File: src/sync_fault_consts.svh
// constants of the synchronisation and fault-flag block
// assumes inclusion by bare name from the package and modules
`ifndef SYNC_FAULT_CONSTS_SVH
`define SYNC_FAULT_CONSTS_SVH

`define STATUS_RESET      8'h80
`define STAT_RDY_BIT      7
`define STAT_CONV_BIT     6
`define STAT_WCRC_BIT     5
`define STAT_REGCHG_BIT   4
`define FPIN_OFF          2'h0
`define FPIN_INPUT        2'h1
`define FPIN_FAULT_OUT    2'h2
`define FPIN_GPO          2'h3
`define CODE_ALL_ONES     24'hffffff
`define CODE_ALL_ZEROS    24'h000000
`define DATA_RESET        24'h000000
`define SUM_RESET         8'h00
`define MON_BYTES         8
`define MIN_SYNC_LOW_CYC  1

`endif

File: src/sync_fault_pkg.sv
// types shared by the synchronisation and fault-flag block
// assumes sync_fault_consts.svh is on the include path
package sync_fault_pkg;
	`include "sync_fault_consts.svh"

	typedef enum logic [2:0] {
		ST_RUN  = 3'b001,
		ST_HELD = 3'b010,
		ST_PARK = 3'b100
	} seq_state_type;

	// one finished conversion from the modulator and filter
	typedef struct packed {
		logic        done;
		logic        out_of_range;
		logic        over_v;
		logic        under_v;
		logic [1:0]  chan;
		logic [23:0] code;
	} conv_in_type;

	typedef struct packed {
		logic out;
		logic oe;
		logic level;
	} fault_pin_type;

	typedef struct packed {
		seq_state_type seq;
		logic          restart_d;
		logic          filter_reset;
		logic          conv_start;
		logic          next_chan;
		logic          alt_pending;
		logic [23:0]   data;
		logic          ready_n;
		logic          conv_fault;
		logic          wcrc_fault;
		logic          regchg_fault;
		logic [1:0]    chan;
		logic [31:0]   result;
		logic          result_valid;
		logic [7:0]    ref_sum;
		fault_pin_type fpin;
		logic          drive_boost;
	} core_state_type;
endpackage
File: src/reg_sum.sv
// byte-wise checksum over the image of the monitored registers
// assumes the image is stable in the clk domain
`timescale 1ns/1ps
`default_nettype none
`include "sync_fault_consts.svh"

module reg_sum (
	input  wire logic                       clk,
	input  wire logic                       rst_b,
	input  wire logic [`MON_BYTES*8-1:0]    image,
	output logic      [7:0]                 sum_reg
);
	logic [7:0] part [0:`MON_BYTES];
	logic [7:0] sum_next;

	assign part[0] = `SUM_RESET;
	genvar i;
	generate
		for (i = 0; i < `MON_BYTES; i++) begin : g_fold
			assign part[i+1] = part[i] ^ image[i*8 +: 8];
		end
	endgenerate

	always_comb begin
		sum_next = part[`MON_BYTES];
	end

	always_ff @(posedge clk or negedge rst_b) begin
		if (!rst_b) begin
			sum_reg <= `SUM_RESET;
		end else begin
			sum_reg <= sum_next;
		end
	end
endmodule // reg_sum
`default_nettype wire

File: src/sync_fault_ctrl.sv
// conversion synchronisation, fault flags and fault pin control
// assumes restart_n and all inputs are synchronous to clk
`timescale 1ns/1ps
`default_nettype none
`include "sync_fault_consts.svh"

// How it works
// - sync pin enable makes the restart pin a filter reset, settings kept
// - falling restart pin resets filter and modulator, held while low
// - after the pin rises, reset ends on the next clock edge
// - normal mode: rising pin starts a conversion, done signal falls after
// - alternate start mode bit turns the pin into a sequencing start
// - alternate: low pin finishes channel, selects next, waits for high
// - alternate: done falls and data updates without disturbing sampling
// - out of range result sets conversion fault; over/under gives rails
// - conversion fault clears only when the voltage fault is gone
// - write checksum fault set on bad write, cleared by status read
// - monitor enable checks registers, sets change fault when their XOR checksum changes
// - change fault clears only when monitor enable is written to zero
// - function 10 drives fault pin open drain with inverted fault OR
// - function 01 makes pin an input into conversion fault and level bit
// - function 00 disables the pin, 11 makes it a general output
// - as general output the pin follows the level bit
// - append enable adds status to each result, low bits give channel
// - drive boost bit raises output drive strength
module sync_fault_ctrl
	import sync_fault_pkg::*;
(
	input  wire logic                     clk,
	input  wire logic                     rst_b,
	input  wire logic                     sync_pin_en,
	input  wire logic                     alternate_start_mode,
	input  wire logic                     restart_n,
	input  wire conv_in_type              conv_in,
	input  wire logic                     data_read,
	input  wire logic                     status_read,
	input  wire logic                     wr_crc_bad,
	input  wire logic                     reg_monitor_en,
	input  wire logic [`MON_BYTES*8-1:0]  mon_image,
	input  wire logic [1:0]               fault_pin_func,
	input  wire logic                     fault_pin_level_wr,
	input  wire logic                     fault_pin_in,
	input  wire logic                     append_status_en,
	input  wire logic                     output_drive_boost,
	output logic                          filter_reset,
	output logic                          conv_start,
	output logic                          next_chan,
	output logic      [23:0]              data_reg,
	output logic                          ready_n,
	output logic      [7:0]               status_reg,
	output logic      [31:0]              result_word,
	output logic                          result_valid,
	output logic                          fault_pin_out,
	output logic                          fault_pin_oe,
	output logic                          fault_pin_level,
	output logic                          drive_boost
);
	core_state_type st_reg;
	core_state_type st_next;
	logic [7:0]     sum_reg;
	logic           fall;
	logic           rise;
	logic           take_done;
	logic [23:0]    code;
	logic [7:0]     status_now;
	logic           ext_fault;

	reg_sum reg_sum_inst (
		.clk    (clk),
		.rst_b  (rst_b),
		.image  (mon_image),
		.sum_reg(sum_reg)
	);

	// restart_d idles high after reset so a pin high at release never fakes a rise
	assign fall = sync_pin_en && st_reg.restart_d && !restart_n;
	assign rise = sync_pin_en && !st_reg.restart_d && restart_n;
	assign ext_fault = (fault_pin_func == `FPIN_INPUT) && !fault_pin_in;

	always_comb begin
		st_next = st_reg;
		st_next.restart_d = restart_n;
		st_next.conv_start = 1'b0;
		st_next.next_chan = 1'b0;
		st_next.result_valid = 1'b0;
		take_done = 1'b0;
		code = conv_in.code;
		status_now = `STATUS_RESET;

		// sequencing of the filter restart pin
		case (st_reg.seq)
		ST_RUN: begin
			take_done = conv_in.done;
			if (!sync_pin_en) begin
				st_next.alt_pending = 1'b0;
			end else if (fall && !alternate_start_mode) begin
				st_next.seq = ST_HELD;
				st_next.filter_reset = 1'b1;
			end else if (fall) begin
				st_next.alt_pending = 1'b1;
			end
			if (st_reg.alt_pending && conv_in.done) begin
				st_next.alt_pending = 1'b0;
				st_next.next_chan = 1'b1;
				st_next.seq = ST_PARK;
			end
		end
		ST_HELD: begin
			if (restart_n || !sync_pin_en) begin
				st_next.seq = ST_RUN;
				st_next.filter_reset = 1'b0;
				st_next.conv_start = 1'b1;
			end
		end
		ST_PARK: begin
			if (restart_n || !sync_pin_en) begin
				st_next.seq = ST_RUN;
				st_next.conv_start = 1'b1;
			end
		end
		default: begin
			st_next.seq = ST_RUN;
			st_next.filter_reset = 1'b0;
			st_next.alt_pending = 1'b0;
		end
		endcase

		// rail codes while the input is out of range
		if (conv_in.over_v) begin
			code = `CODE_ALL_ONES;
		end else if (conv_in.under_v) begin
			code = `CODE_ALL_ZEROS;
		end

		// fault flags: a set in the clearing cycle wins, except the change fault, where disable wins
		st_next.conv_fault = (st_reg.conv_fault
			&& (conv_in.over_v || conv_in.under_v))
			|| (take_done && conv_in.out_of_range)
			|| ext_fault;
		st_next.wcrc_fault = wr_crc_bad
			|| (st_reg.wcrc_fault && !status_read);
		// reference tracks the sum while off, so enabling starts clean
		if (!reg_monitor_en) begin
			st_next.regchg_fault = 1'b0;
			st_next.ref_sum = sum_reg;
		end else if (sum_reg != st_reg.ref_sum) begin
			st_next.regchg_fault = 1'b1;
		end

		if (take_done) begin
			st_next.data = code;
			st_next.chan = conv_in.chan;
			st_next.ready_n = 1'b0;
		end else if (data_read) begin
			st_next.ready_n = 1'b1;
		end

		status_now[`STAT_RDY_BIT] = st_next.ready_n;
		status_now[`STAT_CONV_BIT] = st_next.conv_fault;
		status_now[`STAT_WCRC_BIT] = st_next.wcrc_fault;
		status_now[`STAT_REGCHG_BIT] = st_next.regchg_fault;
		status_now[1:0] = st_next.chan;

		if (take_done) begin
			st_next.result_valid = 1'b1;
			if (append_status_en) begin
				st_next.result = {code, status_now};
			end else begin
				st_next.result = {8'h00, code};
			end
		end

		// fault pin function
		case (fault_pin_func)
		`FPIN_FAULT_OUT: begin
			st_next.fpin.out = 1'b0;
			st_next.fpin.oe = st_next.conv_fault || st_next.wcrc_fault
				|| st_next.regchg_fault;
			st_next.fpin.level = fault_pin_level_wr;
		end
		`FPIN_INPUT: begin
			st_next.fpin.out = 1'b0;
			st_next.fpin.oe = 1'b0;
			st_next.fpin.level = fault_pin_in;
		end
		`FPIN_GPO: begin
			st_next.fpin.out = fault_pin_level_wr;
			st_next.fpin.oe = 1'b1;
			st_next.fpin.level = fault_pin_level_wr;
		end
		default: begin
			st_next.fpin.out = 1'b0;
			st_next.fpin.oe = 1'b0;
			st_next.fpin.level = fault_pin_level_wr;
		end
		endcase

		st_next.drive_boost = output_drive_boost;
	end

	always_ff @(posedge clk or negedge rst_b) begin
		if (!rst_b) begin
			st_reg <= '0;
			st_reg.seq <= ST_RUN;
			st_reg.restart_d <= 1'b1;
			st_reg.data <= `DATA_RESET;
			st_reg.ready_n <= 1'b1;
			st_reg.ref_sum <= `SUM_RESET;
			st_reg.result <= 32'h00000000;
		end else begin
			st_reg <= st_next;
		end
	end

	assign filter_reset = st_reg.filter_reset;
	assign conv_start = st_reg.conv_start;
	assign next_chan = st_reg.next_chan;
	assign data_reg = st_reg.data;
	assign ready_n = st_reg.ready_n;
	assign status_reg = {st_reg.ready_n, st_reg.conv_fault,
		st_reg.wcrc_fault, st_reg.regchg_fault, 2'b00, st_reg.chan};
	assign result_word = st_reg.result;
	assign result_valid = st_reg.result_valid;
	assign fault_pin_out = st_reg.fpin.out;
	assign fault_pin_oe = st_reg.fpin.oe;
	assign fault_pin_level = st_reg.fpin.level;
	assign drive_boost = st_reg.drive_boost;
endmodule // sync_fault_ctrl
`default_nettype wire

File: config.mk
export PLATFORM = sky130hd
export DESIGN_NAME = sync_fault_ctrl
export DESIGN_NICKNAME = d
export VERILOG_FILES = /design/src/sync_fault_pkg.sv /design/src/reg_sum.sv /design/src/sync_fault_ctrl.sv
export VERILOG_INCLUDE_DIRS = /design/src
export SDC_FILE = /design/constraint.sdc
export NUM_CORES = 1
export LEC_CHECK = 0
export ABC_AREA = 1
export BUFFER_PORTS_ARGS = -buffer_cell sky130_fd_sc_hd__buf_2
export CORE_MARGIN = 4
export CORE_UTILIZATION = 51
export DETAILED_ROUTE_END_ITERATION = 10
export HOLD_SLACK_MARGIN = 0.05
export PLACE_DENSITY = 0.83
export SLEW_MARGIN = 20
export SYNTH_ARGS = -nofsm -noshare
export SYNTH_HDL_FRONTEND = slang
export SYNTH_HIERARCHICAL = 1
export SYNTH_SLANG_ARGS = --single-unit
File: constraint.sdc
create_clock -name clk -period 1.9 [get_ports clk]
set_clock_uncertainty 0.1 [all_clocks]
set_input_delay 0.285 -clock clk [delete_from_list [all_inputs] [get_ports clk]]
set_output_delay 0.285 -clock clk [all_outputs]
set_load 0.01 [all_outputs]
==> Yosys cells after proc, flatten, opt, wreduce, memory -nomap -nowiden <==
Cells that the tools add are included.
{ "totals": {"reg_bits": 91, "input_bits": 109, "out_inout_bits": 73, "elab_cells": 96} }
{ "op_classes": {"eq_ne": 15, "mux": 28, "n_bitwise": 9, "n_reduce_logical": 24} }
{ "op_table": {"columns": ["operator", "n"], "rows": [
  ["8-bit bitwise XOR", 7],
  ["24-bit 2-to-1 mux", 2],
  ["32-bit 2-to-1 mux", 1],
  ["1-bit 2-to-1 mux", 13],
  ["3-bit 2-to-1 mux", 4],
  ["3-bit one-hot mux with 3 select lines", 1],
  ["1-bit logical AND", 8],
  ["4-bit inequality test, second input constant", 2],
  ["8-bit inequality test", 1],
  ["1-bit logical OR", 7],
  ["2-bit 2-to-1 mux", 3],
  ["2-bit inequality test, second input constant", 3],
  ["3-bit inequality test, second input constant", 2],
  ["3-bit one-hot mux with 2 select lines", 1],
  ["3-bit AND reduction", 2],
  ["1-bit zero test", 5],
  ["2-bit == test, second input constant", 2],
  ["1-bit one-hot mux with 2 select lines", 2],
  ["4-bit AND reduction", 1],
  ["3-bit by 1-bit == test with 1-bit output, second input constant", 1],
  ["3-bit by 2-bit == test with 1-bit output, second input constant", 1],
  ["3-bit == test, second input constant", 1],
  ["1-bit one-hot mux with 3 select lines", 1],
  ["2-bit by 1-bit == test with 1-bit output, second input constant", 1],
  ["other kinds (3)", 4]
]} }

==> Logic depth before layout (Yosys ltp) <==
{ "logic_depth": {"word_depth": 8, "depth_mapped": 11} }

==> Hierarchy <==
The synthesis kept the hierarchy.
{ "by_module_without_submodules": {"columns": ["module", "instances", "cells_per_inst", "area_per_inst_um2", "seq_area_each_um2"], "rows": [
  ["sync_fault_ctrl", 1, 463, 4048.9, 2080.7],
  ["reg_sum", 1, 232, 1251.2, 200.2]
]} }

==> Worst setup path before layout <==
OpenSTA, ideal clock, no wires.
{ "synth_path": {"kind": "register to register", "startpoint": "register st_reg[80] in the netlist's numbering", "endpoint": "register st_reg, in the netlist data_reg[10]", "arrival_time_ns": 1.232, "t_required_ns": 1.669, "slack_ns": 0.437, "stages_incl_launch_ff": 8, "n_path_buf": 2, "cell_sequence": "dfstp_2 nand3_4 nor2_8 inv_2 buf_6 buf_2 nand2_1 o21ai_0"} }
{ "synth_via": {"elab_chain_cells": 2} }
{ "synth_lines": {"columns": ["element", "line_no", "source"], "rows": [
  ["start: declaration", "sync_fault_ctrl.sv:58", "core_state_type st_reg;"],
  ["start signal: assignment", "sync_fault_ctrl.sv:211", "st_reg <= st_next;"],
  ["3-bit by 1-bit == test with 1-bit output", "sync_fault_ctrl.sv:91", "case (st_reg.seq)"],
  ["1-bit 2-to-1 mux", "sync_fault_ctrl.sv:91", null]
]} }
No other way between the ends.
A chain may end at the register's enable or synchronous reset.

==> run summary <==
Worst VDD drop: 537 µV
synthesized instance count: 695
pin count of the biggest net entering global routing: 45
cts bufs inserted: 9
Root Driver: clkbuf_8
highest clock rate: 592 MHz
Post-Syn Area: 5300 µm²
Sink Count: 91
post-synthesis cell type count: 34
HP Start: data_read
Initial Util: 53.2%
Post-Route WL: 11,700 µm
first-pass GRT wire length: 18,900 µm
Final Hold Fails: 0
number of remaining DRC errors: 0
number of H-tree levels: 3
GRT Total Usage: 19.8%
Area Growth Syn to Fin: 16.4%
Tcrit/Tclk final: 88.8%
Crit Path Category: reg2reg
status: complete, no violations
family with the most delay on the worst path: flip-flops
Core Region: 9950 µm²
Mean Syn Cell Area: 7.63 µm²
R2R setup slack: 0.21 ns
Worst Setup End Kind: register
die area: 12,100 µm²
hold path cells: 3
slowest stage delay, CP: 0.56 ns
max-slew violation count: 0
Power Density: 1180 nW/µm²
RSZ-0062 raised after global routing: no
# diodes: 0
worst reg2reg path depth: 7
vias per inst: 4.83
Yosys top cell by area: dfrtp_1
worst-case clock buffer depth: 2
Clk pin slew, worst setup/hold paths: 0.09 ns
crit path buf inv count: 1
final setup fails: 0
Ys Warns: 6
wire per inst: 12.3 µm
Pre-antenna DRT Iters: 4
#FFs+latches synth: 91
top cells by area, synth: dfrtp_1 42%, nand2_1 14%, buf_4 9.1%
Synth top area share: 41.5%
mux share of post-synthesis cell area: 0.212%
Boundary Pins: 182
initial antenna violation count: 1
DPL Wire Length: 9330 µm
Post-Synth XOR/XNOR Area: 1.65%
Max-Cap Viols: 0
Post-Synth Adder-Cell Area: 0%
Synth Area in Compound Gates: 11.4%
Die Ht: 110 µm
Max Fanout on Critical Path: 44
main combinational cell family by area after synthesis: simple AND/OR/NAND/NOR gates
Synth Area in Simple Gates: 26.0%
port bufs: 179
RR Endpoint: fault_pin_oe
commonest cells after routing, fill and taps aside: 201 x nand2_1, 178 x buf_2, 88 x dfrtp_1, 83 x inv_1, 45 x o21ai_0
most common cell after layout, fill and taps aside: nand2_1
Reg-to-Reg Start: st_reg[80]
WP data required: 2.07 ns
Seq/Total Area, Yosys: 43.0%
number of flip-flops under the largest register name: 32
Hold EP: ready_n
DR iter-0 viols: 212
share of layout cells above drive strength 1: 30.3%
post-layout util: 62.0%
Hold WC Path Type: in2reg
crit-path cells: nand3_4, nor2_8, buf_6, nand2_1, nand3_1, nor2_1, a21boi_0
vias in the first global route: 4,262
Slowest-stage cell, CP: dfstp_2
CTS tree: built
gr ovfl total: 0
crit start category: register
Die X: 110 µm
leak pwr: 3.47 nW
crit path time final: 1.69 ns
Fin Setup TNS: 0 ns
Post-CTS Setup Inserts: 0
Post-DRT Antenna Nets: 0
routability cong.: 0.846
insertion delay of the later-clocked pin in the worst-skew pair: 0.35 ns
fin nets: 927
Std-Cell Rows: 36
via count: 4,617
crit path DAT: 1.86 ns
## final cells by class
class	instances	area, µm²
fillers	926	3790
flip-flops and latches	91	2280
multi-input cells	426	2090
repair buffers	195	1080
inverters	95	359
well taps	133	166
clock buffers	11	131
clock inverters	5	62.6
## through the flow
step	hold WS (ns)	power [mW]	std cells	setup WS [ns]	instance area [µm²]
after CTS	0.0584	7.32	956	0.134	6160
final	0.0764	7.25	956	0.212	6170
after global placement	0.0896	5.91	932	0.224	5890
after detailed placement	0.0959	6.01	932	0.136	5890
after global routing	0.0756	7.83	956	0.0757	6170
after floorplan	-0.111	5.62	696	0.437	5300
## synthesized netlist by cell type (all sizes together)
library cell	number
nand2	209
inv	94
dfrtp	88
buf	77
o21ai	53
nor2	38
a21oi	37
nand3	37
o22a	13
or2	11
nand3b	8
xor2	8
clkbuf	7
dfstp	3
a31oi	2
xnor2	2
a21boi	1
clkinv	1
conb	1
mux2	1
nand4	1
o211ai	1
o21a	1
o22ai	1
## worst max-delay path by stage
stage	start	to	slack, ns	cells past startpoint
detailed placement	st_reg[80]	fault_pin_oe	0.14	7
global route	st_reg[80]	fault_pin_oe	0.08	7
finish	st_reg[80]	fault_pin_oe	0.21	7
CTS	st_reg[80]	fault_pin_oe	0.13	7
floorplan	st_reg[80]	data_reg[10]	0.44	7
global placement	conv_in[29]	result_word[5]	0.22	8
## worst min-delay path, cell delays in order
cell	delay [ns]
buf_2	0.09
nor2_1	0.09
nor2_1	0.05
## what timing repair did
item,in CTS,in global routing
resized for setup,0,3
hold endpoints to repair,68,0
hold buffers,8,0
endpoints found under the setup margin,0,2
## report_power, final
part | leakage [nW] | switching (mW) | internal, mW | total, mW
Combinational | 2.30 | 1.63 | 1.20 | 2.83
Sequential | 1.08 | 0.441 | 2.69 | 3.13
Clock | 0.0901 | 0.675 | 0.616 | 1.29
Total | 3.47 | 2.74 | 4.51 | 7.25
## per-layer routing
metal  vias up  global-route usage (%)  wire [µm]  share of wire [%]
met4         2                    7.66        250                2.1
met3        21                    4.93       1120                9.5
met5         -                       0          7              0.060
met1      2052                    25.2       4960                 42
met2       186                    32.4       5410                 46
li1       2356                       -          -                  -
## kinds of logic (layout without fill, tap and decap cells)
logic type,count (synthesis),in the layout
AOI/OAI and AO/OA,109,109
other,1,2
buffers and inverters,179,306
xor gates and xnor gates,10,10
DFF,91,91
and+or+nand+nor,304,304
muxes,1,1
Note: power is estimated with default switching activity, not from simulation.
